==> config.mk <==
export PLATFORM = sky130hd
export DESIGN_NAME = dbgsc_ctrl
export DESIGN_NICKNAME = d
export VERILOG_FILES = /design/src/pkg/dbgsc_pkg.sv /design/src/dbgsc_tag_queue.sv /design/src/dbgsc_ctrl.sv
export VERILOG_INCLUDE_DIRS = /design/src /design/src/pkg
export SDC_FILE = /design/constraint.sdc
export NUM_CORES = 1
export LEC_CHECK = 0
export CAP_MARGIN = 20
export CORE_AREA = 2 2 51 53
export CTS_CLUSTER_SIZE = 16
export DETAILED_ROUTE_END_ITERATION = 12
export DIE_AREA = 0 0 53 55
export DONT_BUFFER_PORTS = 1
export PLACE_DENSITY = 0.61
export SLEW_MARGIN = 10
export SYNTH_ARGS = -nofsm -noshare
export SYNTH_HDL_FRONTEND = slang
export SYNTH_HIERARCHICAL = 1
export SYNTH_SLANG_ARGS = --single-unit
==> constraint.sdc <==
create_clock -name i_mclk -period 1.35 [get_ports i_mclk]
set_input_delay 0.2025 -clock i_mclk [delete_from_list [all_inputs] [get_ports i_mclk]]
set_output_delay 0.2025 -clock i_mclk [all_outputs]
set_load 0.01 [all_outputs]
==> src/pkg/dbgsc_cfg.svh <==
// constants for the debug status and control register block
`ifndef DBGSC_CFG_SVH
`define DBGSC_CFG_SVH
// ==========================================================
// field positions
`define DBGSC_BIT_PERMIT     7
`define DBGSC_BIT_ACTIVE     6
`define DBGSC_BIT_BKPT_EN    5
`define DBGSC_BIT_FORCE_TAG  4
`define DBGSC_BIT_CLK_SEL    3
`define DBGSC_BIT_PERMIT_POS 7
// ==========================================================
// reset values
`define DBGSC_RESET_CTRL     8'h00
// ==========================================================
// serial timing and instruction queue depth
`define DBGSC_CYCLES_PER_BIT 16
`define DBGSC_QUEUE_DEPTH    2
`endif

==> src/pkg/dbgsc_pkg.sv <==
// types for the debug status and control register block
package dbgsc_pkg;
	// ==========================================================
	// serial command kinds seen by the register
	typedef enum logic [1:0] {
		DBGSC_CMD_NONE,
		DBGSC_CMD_READ_STATUS,
		DBGSC_CMD_WRITE_CONTROL
	} dbgsc_cmd_t;
	// ==========================================================
	// run state of the processor
	typedef enum logic [1:0] {
		DBGSC_RUN,
		DBGSC_HALT_PENDING,
		DBGSC_HALTED
	} dbgsc_mode_t;
endpackage : dbgsc_pkg

==> src/dbgsc_tag_queue.sv <==
// instruction queue tag tracker for tagged breakpoints
`timescale 1ns/100ps
module dbgsc_tag_queue #(
	parameter int DEPTH = 2
) (
	// clock and reset
	input  wire logic i_mclk,
	input  wire logic i_rst_n,
	// queue movement
	input  wire logic i_fetch,
	input  wire logic i_tag,
	input  wire logic i_advance,
	input  wire logic i_flush,
	// tag at the end of the queue
	output logic      o_tag_at_end
);
	// refuse a queue with no slots
	if (DEPTH < 1) begin : g_bad_depth
		$error("depth below one");
	end

	typedef struct packed {
		logic [DEPTH-1:0] tags;
		logic             tag_at_end;
	} dbgsc_tq_state_t;

	dbgsc_tq_state_t state;
	dbgsc_tq_state_t next_state;

	// a fetch loads its tag into the back slot; each advance moves the slots
	// one step on, and a tag leaving slot 0 gives a one-cycle pulse
	always_comb begin
		next_state            = state;
		next_state.tag_at_end = 1'b0;
		if (i_flush) begin
			next_state.tags = '0;
		end else begin
			if (i_advance) begin
				next_state.tag_at_end = state.tags[0];
				next_state.tags       = state.tags >> 1;
			end
			if (i_fetch) begin
				next_state.tags[DEPTH-1] = i_tag;
			end
		end
	end

	// register the state
	always_ff @(posedge i_mclk or negedge i_rst_n) begin
		if (!i_rst_n) begin
			state <= '0;
		end else begin
			state <= next_state;
		end
	end

	assign o_tag_at_end = state.tag_at_end;
endmodule : dbgsc_tag_queue

==> src/dbgsc_ctrl.sv <==
// debug status and control register with breakpoint and halt logic
// ==========================================================
// Summary of operation
// - Register reached only through serial read-status and write-control commands.
// - Bit 7 permits background mode; once set stays until normal reset.
// - Without permit, background entry refused; non-intrusive commands still run.
// - Bit 6 read-only: one while halted awaiting commands, zero while running.
// - Bit 5 enables breakpoint; when clear, select bit and match ignored.
// - Bit 4 set: address match forces halt at next instruction boundary.
// - Bit 4 clear: match tags opcode; halt when tag reaches queue end.
// - Bit 3 picks comm clock: zero alternate clock (default), one bus clock.
// - Serial data most significant bit first, sixteen comm clocks per bit.
`timescale 1ns/100ps
`include "dbgsc_cfg.svh"
module dbgsc_ctrl
	import dbgsc_pkg::*;
#(
	parameter int ADDR_W      = 16,
	parameter int QUEUE_DEPTH = `DBGSC_QUEUE_DEPTH
) (
	// clock and reset
	input  wire logic              i_mclk,
	input  wire logic              i_rst_n,
	// serial command decoder side
	input  wire logic              i_cmd_valid,
	input  wire dbgsc_cmd_t        i_cmd,
	input  wire logic [7:0]        i_cmd_wdata,
	input  wire logic              i_go,
	output logic [7:0]             o_status,
	output logic                   o_status_valid,
	// breakpoint address
	input  wire logic [ADDR_W-1:0] i_bkpt_addr,
	// processor side
	input  wire logic [ADDR_W-1:0] i_cpu_addr,
	input  wire logic              i_cpu_addr_valid,
	input  wire logic              i_cpu_fetch,
	input  wire logic              i_queue_advance,
	input  wire logic              i_instr_boundary,
	input  wire logic              i_bgnd_request,
	// controls out
	output logic                   o_halt,
	output logic                   o_comm_clock_select
);
	// ==========================================================
	// parameter checks, refused at elaboration
	if (ADDR_W < 1) begin : g_bad_addr_w
		$error("address width below one");
	end
	if (QUEUE_DEPTH < 1) begin : g_bad_queue_depth
		$error("queue depth below one");
	end

	// ==========================================================
	// reset release
	logic [1:0] rst_sync;
	always_ff @(posedge i_mclk or negedge i_rst_n) begin
		if (!i_rst_n) begin
			rst_sync <= 2'b00;
		end else begin
			rst_sync <= {rst_sync[0], 1'b1};
		end
	end
	wire logic rst_n;
	assign rst_n = rst_sync[1];

	// ==========================================================
	// state
	typedef struct packed {
		logic        background_permit;
		logic        breakpoint_enable;
		logic        force_tag_select;
		logic        comm_clock_select;
		dbgsc_mode_t mode;
		logic        force_pending;     // forced match waiting for a boundary
		logic        halted;            // flop copy of the halted mode
		logic [7:0]  status;
		logic        status_valid;
	} dbgsc_state_t;

	dbgsc_state_t state;
	dbgsc_state_t next_state;

	logic tag_at_end;

	// compose the readable register image
	function automatic logic [7:0] dbgsc_image(input dbgsc_state_t s);
		logic [7:0] v;
		v = 8'h00;
		v[`DBGSC_BIT_PERMIT_POS] = s.background_permit;
		v[`DBGSC_BIT_ACTIVE]     = (s.mode == DBGSC_HALTED);
		v[`DBGSC_BIT_BKPT_EN]    = s.breakpoint_enable;
		v[`DBGSC_BIT_FORCE_TAG]  = s.force_tag_select;
		v[`DBGSC_BIT_CLK_SEL]    = s.comm_clock_select;
		return v;
	endfunction : dbgsc_image

	// decode one command kind from the serial decoder strobe
	function automatic logic dbgsc_is_cmd(input logic valid, input dbgsc_cmd_t cmd,
		input dbgsc_cmd_t kind);
		return valid && (cmd == kind);
	endfunction : dbgsc_is_cmd

	// ==========================================================
	// command strobes
	wire logic cmd_write;
	wire logic cmd_read;
	assign cmd_write = dbgsc_is_cmd(i_cmd_valid, i_cmd, DBGSC_CMD_WRITE_CONTROL);
	assign cmd_read  = dbgsc_is_cmd(i_cmd_valid, i_cmd, DBGSC_CMD_READ_STATUS);

	wire logic match;
	assign match = state.breakpoint_enable && i_cpu_addr_valid
		&& (i_cpu_addr == i_bkpt_addr);

	// tag tracker for the instruction queue
	dbgsc_tag_queue #(
		.DEPTH (QUEUE_DEPTH)
	) u_tag_queue (
		.i_mclk       (i_mclk),
		.i_rst_n      (rst_n),
		.i_fetch      (i_cpu_fetch),
		.i_tag        (match && !state.force_tag_select),
		.i_advance    (i_queue_advance),
		.i_flush      (state.mode != DBGSC_RUN),
		.o_tag_at_end (tag_at_end)
	);

	// command handling, breakpoint and halt sequencing
	always_comb begin
		next_state = state;
		next_state.status_valid = 1'b0;
		if (cmd_write) begin
			next_state.background_permit = state.background_permit
				| i_cmd_wdata[`DBGSC_BIT_PERMIT_POS];
			next_state.breakpoint_enable = i_cmd_wdata[`DBGSC_BIT_BKPT_EN];
			next_state.force_tag_select  = i_cmd_wdata[`DBGSC_BIT_FORCE_TAG];
			next_state.comm_clock_select = i_cmd_wdata[`DBGSC_BIT_CLK_SEL];
		end
		if (cmd_read) begin
			next_state.status       = dbgsc_image(state);
			next_state.status_valid = 1'b1;
		end
		// forced match waits for the instruction boundary
		if (match && state.force_tag_select && state.mode == DBGSC_RUN) begin
			next_state.force_pending = 1'b1;
		end
		case (state.mode)
			DBGSC_RUN: begin
				if (state.background_permit && (i_bgnd_request
					|| (state.breakpoint_enable && tag_at_end))) begin
					next_state.mode = DBGSC_HALTED;
				end else if (state.background_permit
					&& (state.force_pending || next_state.force_pending)) begin
					next_state.mode = DBGSC_HALT_PENDING;
				end
				if (!state.background_permit) begin
					next_state.force_pending = 1'b0;
				end
			end
			DBGSC_HALT_PENDING: begin
				if (i_instr_boundary) begin
					next_state.mode          = DBGSC_HALTED;
					next_state.force_pending = 1'b0;
				end
			end
			DBGSC_HALTED: begin
				next_state.force_pending = 1'b0;
				if (i_go) begin
					next_state.mode = DBGSC_RUN;
				end
			end
			default: begin
				next_state.mode = DBGSC_RUN;
			end
		endcase
		// halted flag follows the next mode so o_halt is a plain flop
		next_state.halted = (next_state.mode == DBGSC_HALTED);
	end

	// register the state; normal reset clears everything
	always_ff @(posedge i_mclk or negedge rst_n) begin
		if (!rst_n) begin
			state <= '0;
		end else begin
			state <= next_state;
		end
	end

	// outputs straight from flip-flops
	assign o_status            = state.status;
	assign o_status_valid      = state.status_valid;
	assign o_halt              = state.halted;
	assign o_comm_clock_select = state.comm_clock_select;
endmodule : dbgsc_ctrl

# --- Word-level counts from Yosys, hierarchy flattened ---
# Index checks and enable logic that the tools add are counted.
classes:
  n_addsub: 0
  mul: 0
  n_div: 0
  n_lt_le_gt_ge: 0
  n_eq_ne: 6
  n_shift: 0
  muxes: 13
  bitwise: 1
  n_reduce_logical: 17
ops:
  columns: ["op", "count"]
  rows:
  - ["16-bit == test", 1]
  - ["1-bit logical AND", 10]
  - ["2-bit two-way mux", 4]
  - ["2-bit == test, second input constant", 3]
  - ["3-bit two-way mux", 2]
  - ["2-bit one-hot mux with 3 select lines", 1]
  - ["1-bit two-way mux", 5]
  - ["2-bit by 1-bit == test with 1-bit output, second input constant", 2]
  - ["2-bit nonzero test", 2]
  - ["1-bit one-hot mux with 3 select lines", 1]
  - ["3-bit nonzero test", 1]
  - ["2-bit logical NOT", 1]
  - ["1-bit logical OR", 2]
  - ["1-bit logical NOT", 1]
  - ["1-bit bitwise OR", 1]
totals:
  ff_bits: 19
  latchBits: 0
  ram_bits: 0
  rom_bits: 0
  inputBits: 51
  out_inout_bits: 11
  word_cells: 50
  memories: 0

# --- Depth between registers and ports, before layout ---
# Gate-level depths: netlist of run 1.
depth:
  word_depth: 11
  ltp_mapped: 7
  ltp_nobuf: 7

# --- Hierarchy ---
# Netlist of run 1, hierarchy kept.
modules_own_cells:
  columns: ["module", "instances", "cells_each", "area_each_um2", "seq_area_each_um2"]
  rows:
  - ["dbgsc_ctrl", 1, 90, 883.3, 400.4]
  - ["dbgsc_tag_queue", 1, 10, 113.9, 75.1]

# --- Worst setup path before layout of run 1 ---
# No wires, ideal clock.
synth_path:
  path_kind: "input-to-reg"
  startpoint: "input port i_bkpt_addr[10]"
  endpoint: "register u_tag_queue/state[2] (netlist name)"
  setup_ps: 77
  arrival_ps: 1069
  required_time_ps: 1273
  setup_slack_ps: 204
  cell_stages: 7
  n_path_buf: 0
  cell_sequence: "xnor2_1 > nand4_1 > nor4_2 > nand2_1 > nor2_1 > nand2_1 > a21oi_1"
synth_between:
  elab_chain_len: 5
synth_lines:
  columns: ["item", "line", "source"]
  rows:
  - ["start: declaration", "dbgsc_ctrl.sv:32", "input wire logic [ADDR_W-1:0] i_bkpt_addr,"]
  - ["16-bit == test", "dbgsc_ctrl.sv:112", "&& (i_cpu_addr == i_bkpt_addr);"]
  - ["1-bit logical AND", "dbgsc_ctrl.sv:112", null]
  - ["1-bit logical AND", "dbgsc_ctrl.sv:121", ".i_tag (match && !state.force_tag_select),"]
  - ["1-bit two-way mux", "dbgsc_tag_queue.sv:42", "if (i_fetch) begin"]
  - ["2-bit two-way mux", "dbgsc_tag_queue.sv:35", "if (i_flush) begin"]
  - ["end signal: assignment", "dbgsc_tag_queue.sv:53", "state <= next_state;"]
  - ["end: declaration", "dbgsc_tag_queue.sv:27", "dbgsc_tq_state_t state;"]
# Every way passes these cells.
# A chain may end at the register's enable or synchronous reset.

==> results of run 1 <==
-- Yosys cell counts (2+ instances only) --
cell type,count
dfrtp_1,19
nand2_1,16
xnor2_1,13
buf_4,8
nor2_1,5
inv_1,4
nand4_1,4
a21oi_1,3
mux2_2,3
nand3b_1,3
xor2_1,3
conb_1,2
nand3_1,2
nor2b_1,2
o21ai_0,2
o21ai_1,2
-- critical path, cell delays in order, from the launching register on --
cell and delay (ns):
dfrtp_1 0.45, a21oi_1 0.21, nand3_1 0.09, mux2_1 0.28, o22ai_1 0.16
-- logic make-up (layout without fill, tap and decap cells) --
family | Yosys count | after routing | synth area share, %
AND/OR/NAND/NOR | 36 | 36 | 18.70
flip-flops | 19 | 19 | 47.68
XOR/XNOR | 16 | 16 | 14.05
buffers and inverters | 12 | 12 | 7.528
AO/OA/AOI/OAI | 10 | 10 | 5.772
multiplexers | 5 | 5 | 5.520
other | 2 | 4 | 0.7531
-- final timing paths --
| path | start | to | slack, ns | depth (start not counted) |
|---|---|---|---|---|
| max | state[15] | state[11] | 0.08 | 4 |
| min | i_cpu_fetch | u_tag_queue/state[2] | 0.04 | 2 |
| max reg2reg | state[15] | state[11] | 0.08 | 4 |
| min reg2reg | rst_sync[1] | state[16] | 0.19 | 1 |
| max in group asynchronous | rst_sync[1] | o_halt | 0.98 | 1 |
| min in group asynchronous | i_rst_n | rst_sync[1] | 0.13 | 1 |
-- power breakdown --
group | total, uW | internal, uW | switching (uW)
clock | 277 | 115 | 162
combinational | 175 | 91.4 | 84.0
sequential | 718 | 639 | 79.0
-- per-layer routing --
| metal | wire, um | part of all wire (%) |
|---|---|---|
| met5 | 0 | 0 |
| met4 | 0 | 0 |
| met3 | 166 | 10 |
| met2 | 887 | 53 |
| met1 | 608 | 37 |
-- stage by stage --
step | util, % | power [uW] | std cells
6_report | 44.13 | 1170 | 132
5_1_grt | 44.13 | 1255 | 132
4_1_cts | 44.13 | 1192 | 132
3_5_place_dp | 42.17 | 905.9 | 126
3_3_place_gp | 42.17 | 899.4 | 126
2_1_floorplan | - | 914.9 | 102
-- state kept, by name, summed over array words and instances, names as in the netlist --
| signal | count |
|---|---|
| state | 6 |
| o_status | 5 |
| rst_sync | 2 |
| u_tag_queue/state | 2 |
| o_comm_clock_select | 1 |
| o_halt | 1 |
| o_status_valid | 1 |
| u_tag_queue/o_tag_at_end | 1 |
-- cells in the final DEF (no fill, tap or decap) --
master	Yosys	routed
o22ai_1	1	1
xor2_1	3	3
mux2_2	3	3
nor4_2	1	1
o21ai_0	2	2
inv_1	4	4
clkbuf_4	0	3
dlygate4sd3_1	0	2
nor3_2	1	1
mux2i_1	1	1
buf_4	8	2
xnor2_1	13	13
o21bai_1	1	1
mux2_1	1	1
conb_1	2	4
nand3_1	2	2
nand2_1	16	16
a41oi_1	1	1
or3b_1	1	1
a21oi_1	3	3
dfrtp_1	19	19
nor2b_1	2	2
nand4_1	4	4
nand2b_1	1	1
o21ai_1	2	2
nor2_1	5	5
clkbuf_1	0	1
nand3b_1	3	3
-- layout make-up --
type,instances,area share [%]
clock buffer,4,2.518
inverter,4,1.439
multi-input combinational,71,43.53
sequential,19,45.56
tap,30,3.597
timing repair buffer,4,3.357
==> out/metrics.csv, run 1 <==
stage,metric,value,unit
cts,clock transition at the registers of the reported paths,0.10,ns
layout,register area,475.5,um2
logic_synthesis,Mapped Area,997.2,um2
drt,ANT nets after route,0,
timing,fin crit share,94.13,%
flow_run,max-cap violation count,0,
worst_hold_path,Hold WC Path Type,in2reg,
floorplanning,Die H,55,um
placement,PortBufs,0,
setup_path,Worst EP required,1.56,ns
layout,area of the multi-input gates,454.2,um2
layout,share of cells above drive strength 1,9.804,%
cts,Clock Latency Late Sink,0.29,ns
floorplanning,Die W,53,um
timing,fin. max-slew vios,0,
cts,clk sinks,19,
cts,CTS tree,built,
layout,# fillers,245,
drt,Via Count,677,
setup_path,maximum net fanout on the critical path,4,
logic_synthesis,register bit count reported by yosys,19,
floorplanning,full die area,0.002915,mm2
cts,Post-CTS Resized,0,
global_route,met2 Use GR,20.21,%
logic_synthesis,top_reg_cell synth,dfrtp_1,
layout,Area Overhead vs Synth,4.642,%
logic_synthesis,largest cells by area after synthesis,"dfrtp_1, xnor2_1, buf_4",
global_route,Total GRT Usage,11.61,%
floorplanning,initial core utilization,42.17,%
power,PwrDens,1121,mW/mm2
timing,fmax,786.9,MHz
cts,cts bufs inserted,3,
logic_synthesis,Cells after Synth,100,
logic_synthesis,Netlist cell types,25,
global_route,total grt overflow,0,
setup_path,Worst Path Arrival,1.48,ns
timing,Fin Hold WS,0.03688,ns
status,status,completed,
global_route,largest net degree at the start of global routing,18,
floorplanning,Ports,62,
global_route,busiest metal layer after global routing,met2,
logic_synthesis,Post-synth EDFFs,0,
logic_synthesis,"Avg Cell Area, Syn",9.972,um2
global_route,number of global-route vias before repair,584,
placement,Final GP Congestion,0.8284,
layout,Final Cell Area,0.001044,mm2
global_route,global routing usage on met1,13.21,%
global_route,first-pass GRT wire length,2380,um
cts,CTS H-tree lvls,1,
placement,placed cell area,997.2,um2
power,Leak,0.0004500,uW
cts,CTS Hold Bufs,2,
timing,setup violators final,0,
timing,Clock Skew,0.004573,ns
drt,vias per std cell,5.129,
timing,final worst path period need,1.271,ns
setup_path,Worst setup SP type,flop,
cts,clock root cell,clkbuf_4,
power,worst IR drop on VDD,0.4995,mV
cts,Post-CTS Setup Bufs,0,
logic_synthesis,yosys warns,6,
layout,Final nets,154,
drt,DR pass1 iterations,4,
placement,DP Wirelength,1381,um
logic_synthesis,Synth top area share,47.68,%
global_route,antenna violations before repair,0,
logic_synthesis,Yosys top cell by area,dfrtp_1,
timing,RSZ-0062 raised after global routing,no,
layout,# diodes,0,
drt,routed length per instance,12.58,um
floorplanning,num rows,18,
timing,Fin. Hold Viols,0,
setup_path,CP Capture Type,flop,
logic_synthesis,sequential share of the synthesized area,47.68,%
drt,1st-iter DRT viols,9,
logic_synthesis,Post-synth ARST share,100.0,%
cts,clock buffer depth,2,
setup_path,kind of critical path,reg2reg,
global_route,routing usage on met3,1.344,%
timing,final setup margin,0.07926,ns
drt,Remaining DRCs,0,
drt,Detailed Route WL,1661,um
timing,setup total negative slack,0,ns
floorplanning,CORE AREA,0.002365,mm2
placement,post-place setup slack,0.03655,ns
Power figures use the tool's default switching activity.
==> run 2: changes to the inputs <==
Settings changed: ABC_AREA set to 1, CAP_MARGIN 20 to 0, CORE_AREA 2 2 51 53 to 2 2 56 58, DIE_AREA 0 0 53 55 to 0 0 58 60.
==> run 2 against run 1 <==
Net effect: sequential share of layout area decreased by 8.6 points; global-route usage increased by 4.5 points; clock power decreased by 2%; clock skew decreased by 0.0036 ns; cell area increased by 23%; synthesized cell count increased by 89%; maximum frequency increased by 11%; combinational power increased by 43%; non-clock buffer count increased by 1; critical path type unchanged.
==> out/metrics.csv, run 2 <==
stage,metric,value,unit,change
logic_synthesis,top_reg_cell synth,dfrtp_1,,unchanged
setup_path,CP max stage delay,0.38,ns,was 0.45 ns
placement,placed cell area,0.001220,mm2,was 997.2 um2
logic_synthesis,largest cells by area after synthesis,"dfrtp_1, nand2_1, inv_1",,"was dfrtp_1, xnor2_1, buf_4"
flow_run,max-cap violation count,0,,unchanged
layout,"Most flops, register",state,,unchanged
drt,ANT nets after route,0,,unchanged
power,sequential share of power,57.4,%,was 61.4%
floorplanning,full die area,0.003480,mm2,was 0.002915 mm2
global_route,total grt overflow,0,,unchanged
global_route,Total GRT Usage,16.10,%,was 11.61%
logic_synthesis,Post-synth EDFFs,0,,unchanged
cts,clk sinks,19,,unchanged
setup_path,slowest CP cell,dfrtp_1,,unchanged
layout,Final Cell Area,0.001287,mm2,was 0.001044 mm2
global_route,largest net degree at the start of global routing,18,,unchanged
setup_path,CP bufs+invs,0,,unchanged
logic_synthesis,Yosys top cell by area,dfrtp_1,,unchanged
cts,clock transition at the registers of the reported paths,0.10,ns,about the same
layout,# diodes,0,,unchanged
layout,"non-filler cells, final",225,,was 132
setup_path,Crit path top cell by count,nand3_1,,
worst_hold_path,Hold WC Path Type,in2reg,,unchanged
status,status,completed,,unchanged
logic_synthesis,sequential share of the synthesized area,38.85,%,was 47.68%
drt,Remaining DRCs,0,,unchanged
cts,Clock Latency Late Sink,0.29,ns,about the same
logic_synthesis,yosys warns,6,,unchanged
setup_path,critical-path cell list,"nand3_1, nor2_1, nand4_1, nor2_1, nand3_1, nor2_2, nand3_1, nand2_1",,"was a21oi_1, nand3_1, mux2_1, o22ai_1"
drt,vias per std cell,4.849,,was 5.129
setup_path,Worst Path Arrival,1.38,ns,was 1.48 ns
logic_synthesis,"top cells by count, synth","nand2_1, inv_1, nor2_1, dfrtp_1, buf_4",,"was dfrtp_1, nand2_1, xnor2_1, buf_4, nor2_1"
placement,Final GP Congestion,0.8028,,was 0.8284
layout,# fillers,326,,was 245
drt,DR pass1 iterations,4,,unchanged
floorplanning,Die W,58,um,was 53 um
logic_synthesis,Mapped Area,0.001224,mm2,was 997.2 um2
drt,Detailed Route WL,2501,um,was 1661 um
layout,Final nets,244,,was 154
power,PwrDens,952.1,mW/mm2,was 1121 mW/mm2
logic_synthesis,Cells after Synth,189,,was 100
timing,Clock Skew,0.0009408,ns,was 0.004573 ns
floorplanning,CORE AREA,0.002903,mm2,was 0.002365 mm2
global_route,number of global-route vias before repair,1120,,was 584
cts,CTS tree,built,,unchanged
logic_synthesis,"Avg Cell Area, Syn",6.474,um2,was 9.972 um2
timing,final worst path period need,1.149,ns,was 1.271 ns
power,worst IR drop on VDD,0.6058,mV,was 0.4995 mV
timing,Fin Hold WS,0.02411,ns,was 0.03688 ns
drt,Via Count,1091,,was 677
logic_synthesis,Synth top area share,38.85,%,was 47.68%
setup_path,"delay-heaviest family, CP",simple AND/OR/NAND/NOR gates,,was flip-flops
power,Switching Power,377.9,uW,was 324.7 uW
placement,DP Wirelength,2142,um,was 1381 um
timing,fmax,870.5,MHz,was 786.9 MHz
timing,fin. max-slew vios,0,,unchanged
setup_path,kind of critical path,reg2reg,,unchanged
power,combinational power share,20.4,%,was 15.0%
setup_path,Worst EP required,1.58,ns,was 1.56 ns
timing,fin crit share,85.09,%,was 94.13%
logic_synthesis,top-count cell post-synth,nand2_1,,was dfrtp_1
placement,PortBufs,0,,unchanged
power,clock power share,22.2,%,was 23.6%
cts,clock buffer depth,2,,unchanged
timing,setup violators final,0,,unchanged
floorplanning,Ports,62,,unchanged
logic_synthesis,Post-synth ARST share,100.0,%,unchanged
setup_path,Worst setup SP type,flop,,unchanged
setup_path,maximum net fanout on the critical path,3,,was 4
global_route,antenna violations before repair,0,,unchanged
drt,routed length per instance,11.12,um,was 12.58 um
placement,dpl cells,217,,was 126
drt,1st-iter DRT viols,20,,was 9
layout,Area Overhead vs Synth,5.214,%,was 4.642%
floorplanning,initial core utilization,42.16,%,was 42.17%
timing,Fin. Hold Viols,0,,unchanged
logic_synthesis,register bit count reported by yosys,19,,unchanged
cts,CTS H-tree lvls,1,,unchanged
logic_synthesis,Netlist cell types,18,,was 25
floorplanning,num rows,20,,was 18
floorplanning,Die H,60,um,was 55 um
power,switching share of power,30.83,%,was 27.76%
layout,"most common cell after layout, fill and taps aside",nand2_1,,was dfrtp_1
layout,most frequent cells in the layout,"nand2_1, inv_1, nor2_1, dfrtp_1",,"was dfrtp_1, nand2_1, xnor2_1, nor2_1"
layout,Largest register FFs,6,,unchanged
power,Leak,0.0007667,uW,was 0.0004500 uW
cts,cts bufs inserted,3,,unchanged
power,cell internal pwr,847.9,uW,was 845.0 uW
setup_path,CP Capture Type,flop,,unchanged
global_route,first-pass GRT wire length,4367,um,was 2380 um
cts,clock root cell,clkbuf_4,,unchanged
layout,share of cells above drive strength 1,4.167,%,was 9.804%
-- run 2: cell types whose count changed in the layout (fill, tap and decap cells not counted), moves of 2 or more --
| cell | previous run | this run |
|---|---|---|
| inv_1 | 4 | 37 |
| mux2_2 | 3 | 1 |
| nand2_1 | 16 | 60 |
| nand3_1 | 2 | 6 |
| nor2_1 | 5 | 30 |
| nor2b_1 | 2 | 0 |
| o211ai_1 | 0 | 2 |
| o21ai_0 | 2 | 6 |
| xnor2_1 | 13 | 3 |
| xor2_1 | 3 | 0 |
-- run 2: final cells by class --
type	count	area, um2	share of cell area (%)
clock buffers	3	22.52	1.749
clock inverters	1	5.005	0.3887
multi-input cells	127	559.3	43.44
inverters	37	138.9	10.79
flip-flops and latches	19	475.5	36.93
well taps	33	41.29	3.207
repair buffers	5	45.04	3.499
-- run 2: final timing paths --
check | endpoint | slack [ns] | cells past startpoint | start
max | u_tag_queue/state[2] | 0.20 | 8 | state[15]
min reg2reg | o_status[6] | 0.20 | 1 | rst_sync[1]
max in group asynchronous | state[15] | 0.97 | 1 | rst_sync[1]
max reg2reg | u_tag_queue/state[2] | 0.20 | 8 | state[15]
min | state[12] | 0.02 | 1 | i_go
min in group asynchronous | rst_sync[0] | 0.13 | 1 | i_rst_n
-- run 2: power groups by stage --
stage	Sequential (uW)	Clock (uW)	Combinational (uW)
floorplan	691	0	255
global placement	715	0	226
detailed placement	716	0	237
CTS	705	287	246
global route	713	311	299
finish	703	272	250
-- run 2: layer usage --
layer	vias up	global-route usage (%)	part of all wire (%)
li1	564	-	-
met4	0	4.651	0.32
met5	-	0	0
met3	2	5.628	9.6
met2	32	29.55	52
met1	493	17.48	38
-- run 2: kinds of logic after synthesis --
family / count (synthesis) / synth area share (%)
simple gates: 104 / 34.15
xor+xnor: 3 / 2.148
buf+inv: 45 / 16.26
compound gates: 15 / 7.055
mux: 1 / 0.9202
other cells: 2 / 0.6137
flops: 19 / 38.86
-- run 2: timing repair --
action,4_1_cts,5_1_grt
endpoints found under the hold margin,4,0
buffers inserted,0,1
gates resized for setup,0,1
endpoints found under the setup margin,0,1
hold buffers,3,0
-- run 2: metrics by stage --
stage / worst slack [ns] / utilization [%] / total power [uW] / TNS, ns
after floorplan: 0.3481 / - / 945.5 / 0
after global placement: 0.2114 / 42.03 / 941.3 / 0
after detailed placement: 0.1808 / 42.03 / 953.8 / 0
after CTS: 0.1594 / 44.01 / 1237 / 0
after global routing: -0.003563 / 44.35 / 1323 / -0.003563
final: 0.2012 / 44.35 / 1226 / 0
==> run 3: changes to the inputs <==
Settings changed: RECOVER_POWER set to 100.
==> run 3 against run 2 <==
Net effect: critical path depth is the same; global-route usage stayed put; die area unchanged; clock skew about the same; hold slack unchanged; routed wire length barely moved; count of clock-buffer cells in the layout unchanged; cell area down 0.29%; critical path type unchanged; combinational power hardly changed; largest power group unchanged; largest cell class unchanged; non-clock buffer count unchanged.
==> out/metrics.csv, run 3 (synthesis results as in run 2) <==
stage,metric,value,unit,change
setup_path,kind of critical path,reg2reg,,unchanged
worst_hold_path,Hold WC Path Type,in2reg,,unchanged
global_route,Total GRT Usage,16.10,%,unchanged
layout,Final nets,244,,unchanged
setup_path,Worst Path Arrival,1.38,ns,about the same
setup_path,Reg2Reg Setup Slack,0.20,ns,about the same
cts,clk sinks,19,,unchanged
timing,fmax,870.2,MHz,was 870.5 MHz
setup_path,Worst setup SP type,flop,,unchanged
timing,Fin. Hold Viols,0,,unchanged
floorplanning,Ports,62,,unchanged
layout,share of cells above drive strength 1,3.646,%,was 4.167%
placement,PortBufs,0,,unchanged
setup_path,maximum net fanout on the critical path,3,,unchanged
setup_path,CP max stage delay,0.38,ns,about the same
cts,cts bufs inserted,3,,unchanged
setup_path,Stages on worst setup path,8,,unchanged
setup_path,Worst EP required,1.58,ns,about the same
setup_path,Crit path top cell by count,nand3_1,,unchanged
layout,most frequent cells in the layout,"nand2_1, inv_1, nor2_1, dfrtp_1, o21ai_0",,"was nand2_1, inv_1, nor2_1, dfrtp_1"
power,cell internal pwr,846.0,uW,was 847.9 uW
timing,Fin Hold WS,0.02411,ns,unchanged
drt,vias per std cell,4.844,,was 4.849
drt,ANT nets after route,0,,unchanged
floorplanning,num rows,20,,unchanged
setup_path,CP bufs+invs,0,,unchanged
global_route,largest net degree at the start of global routing,18,,unchanged
drt,routed length per instance,11.11,um,was 11.12 um
power,clock power share,22.2,%,about the same
drt,Via Count,1090,,was 1091
drt,Remaining DRCs,0,,unchanged
global_route,routing usage on met3,5.628,%,unchanged
global_route,met2 Use GR,29.55,%,unchanged
setup_path,worst r2r src,state[15],,unchanged
cts,CTS tree,built,,unchanged
power,Leak,0.0007630,uW,was 0.0007667 uW
status,status,completed,,unchanged
power,worst IR drop on VDD,0.6058,mV,about the same
floorplanning,initial core utilization,42.16,%,unchanged
global_route,busiest metal layer after global routing,met2,,unchanged
floorplanning,CORE AREA,0.002903,mm2,unchanged
cts,Clock Latency Late Sink,0.29,ns,about the same
setup_path,Setup crit end,u_tag_queue/state[2],,unchanged
power,PwrDens,952.9,mW/mm2,was 952.1 mW/mm2
layout,"non-filler cells, final",225,,unchanged
layout,"Most flops, register",state,,unchanged
setup_path,slowest CP cell,dfrtp_1,,unchanged
flow_run,max-cap violation count,0,,unchanged
power,combinational power share,20.3,%,was 20.4%
floorplanning,Die H,60,um,unchanged
global_route,number of global-route vias before repair,1120,,unchanged
timing,fin. max-slew vios,0,,unchanged
layout,# diodes,0,,unchanged
drt,1st-iter DRT viols,24,,was 20
global_route,first-pass GRT wire length,4367,um,unchanged
cts,clock transition at the registers of the reported paths,0.10,ns,about the same
timing,final worst path period need,1.149,ns,about the same
setup_path,CP Capture Type,flop,,unchanged
timing,Clock Skew,0.0008219,ns,was 0.0009408 ns
global_route,antenna violations before repair,0,,unchanged
placement,Final GP Congestion,0.8028,,unchanged
drt,DR pass1 iterations,4,,unchanged
cts,clock buffer depth,2,,unchanged
floorplanning,full die area,0.003480,mm2,unchanged
drt,Detailed Route WL,2500,um,was 2501 um
setup_path,"delay-heaviest family, CP",simple AND/OR/NAND/NOR gates,,unchanged
setup_path,critical-path cell list,"nand3_1, nor2_1, nand4_1, nor2_1, nand3_1, nor2_2, nand3_1, nand2_1",,unchanged
power,Switching Power,377.3,uW,was 377.9 uW
timing,Slew Limit Headroom,41.10,%,
global_route,global routing usage on met1,17.48,%,unchanged
setup_path,Worst R2R Path Depth,8,,unchanged
floorplanning,Die W,58,um,unchanged
layout,# fillers,325,,was 326
placement,post-place setup slack,0.1808,ns,unchanged
layout,final core occ,44.22,%,was 44.35%
layout,"most common cell after layout, fill and taps aside",nand2_1,,unchanged
timing,final setup margin,0.2008,ns,was 0.2012 ns
timing,setup violators final,0,,unchanged
timing,fin crit share,85.13,%,was 85.09%
global_route,total grt overflow,0,,unchanged
power,sequential share of power,57.5,%,was 57.4%
layout,Largest register FFs,6,,unchanged
timing,worst slew pin tran,0.8835,ns,
layout,Area Overhead vs Synth,4.908,%,was 5.214%
power,switching share of power,30.84,%,was 30.83%
setup_path,R2R Path End,u_tag_queue/state[2],,unchanged
setup_path,Critical path origin,state[15],,unchanged
cts,CTS H-tree lvls,1,,unchanged
placement,dpl cells,217,,unchanged
placement,DP Wirelength,2142,um,unchanged
cts,clock root cell,clkbuf_4,,unchanged
[run 3: cell types whose count changed in the layout (fill, tap and decap cells not counted), sizes merged]
cell	before	now
buf	2	1
clkbuf	3	4
[run 3: power groups by stage]
stage / clock network [uW] / logic, uW / registers [uW]
global placement: 0 / 226 / 715
finish: 272 / 248 / 703
CTS: 287 / 246 / 705
detailed placement: 0 / 237 / 716
floorplan: 0 / 255 / 691
global route: 311 / 297 / 713
[run 3: how the worst min path moves through the flow]
stage	cells after the start	to	startpoint	slack, ns
floorplan	0	rst_sync[0]	i_rst_n	-0.09
global placement	0	rst_sync[1]	i_rst_n	-0.09
detailed placement	0	rst_sync[1]	i_rst_n	-0.09
CTS	1	state[12]	i_go	0.02
global route	1	state[12]	i_go	0.02
finish	1	state[12]	i_go	0.02
[run 3: layout make-up]
class | instances | area (um2) | area share (%)
Clock inverter | 1 | 5.005 | 0.3899
Inverter | 37 | 138.9 | 10.82
Tap cell | 33 | 41.29 | 3.216
Clock buffer | 3 | 22.52 | 1.754
Sequential cell | 19 | 475.5 | 37.04
Timing Repair Buffer | 5 | 41.29 | 3.216
Multi-Input combinational cell | 127 | 559.3 | 43.57
[run 3: through the flow]
step | setup TNS [ns] | total power, uW | cell area, um2
final | 0 | 1223 | 1284
after detailed placement | 0 | 953.8 | 1220
after floorplan | 0 | 945.5 | 1231
after global placement | 0 | 941.3 | 1220
after CTS | 0 | 1237 | 1277
after global routing | -0.003430 | 1320 | 1284
[run 3: what timing repair did]
item                       4_1_cts  5_1_grt
hold buffers                     3        0
buffers inserted                 0        1
setup endpoints to repair        0        1
hold endpoints to repair         4        0
resized for setup                0        1
[run 3: layer usage]
metal  wire length, um  share of wire [%]  vias up
met5                 0                  0        -
met4                 8               0.32        0
met3               241                9.6        2
met2              1296                 52       32
met1               952                 38      492
li1                  -                  -      564
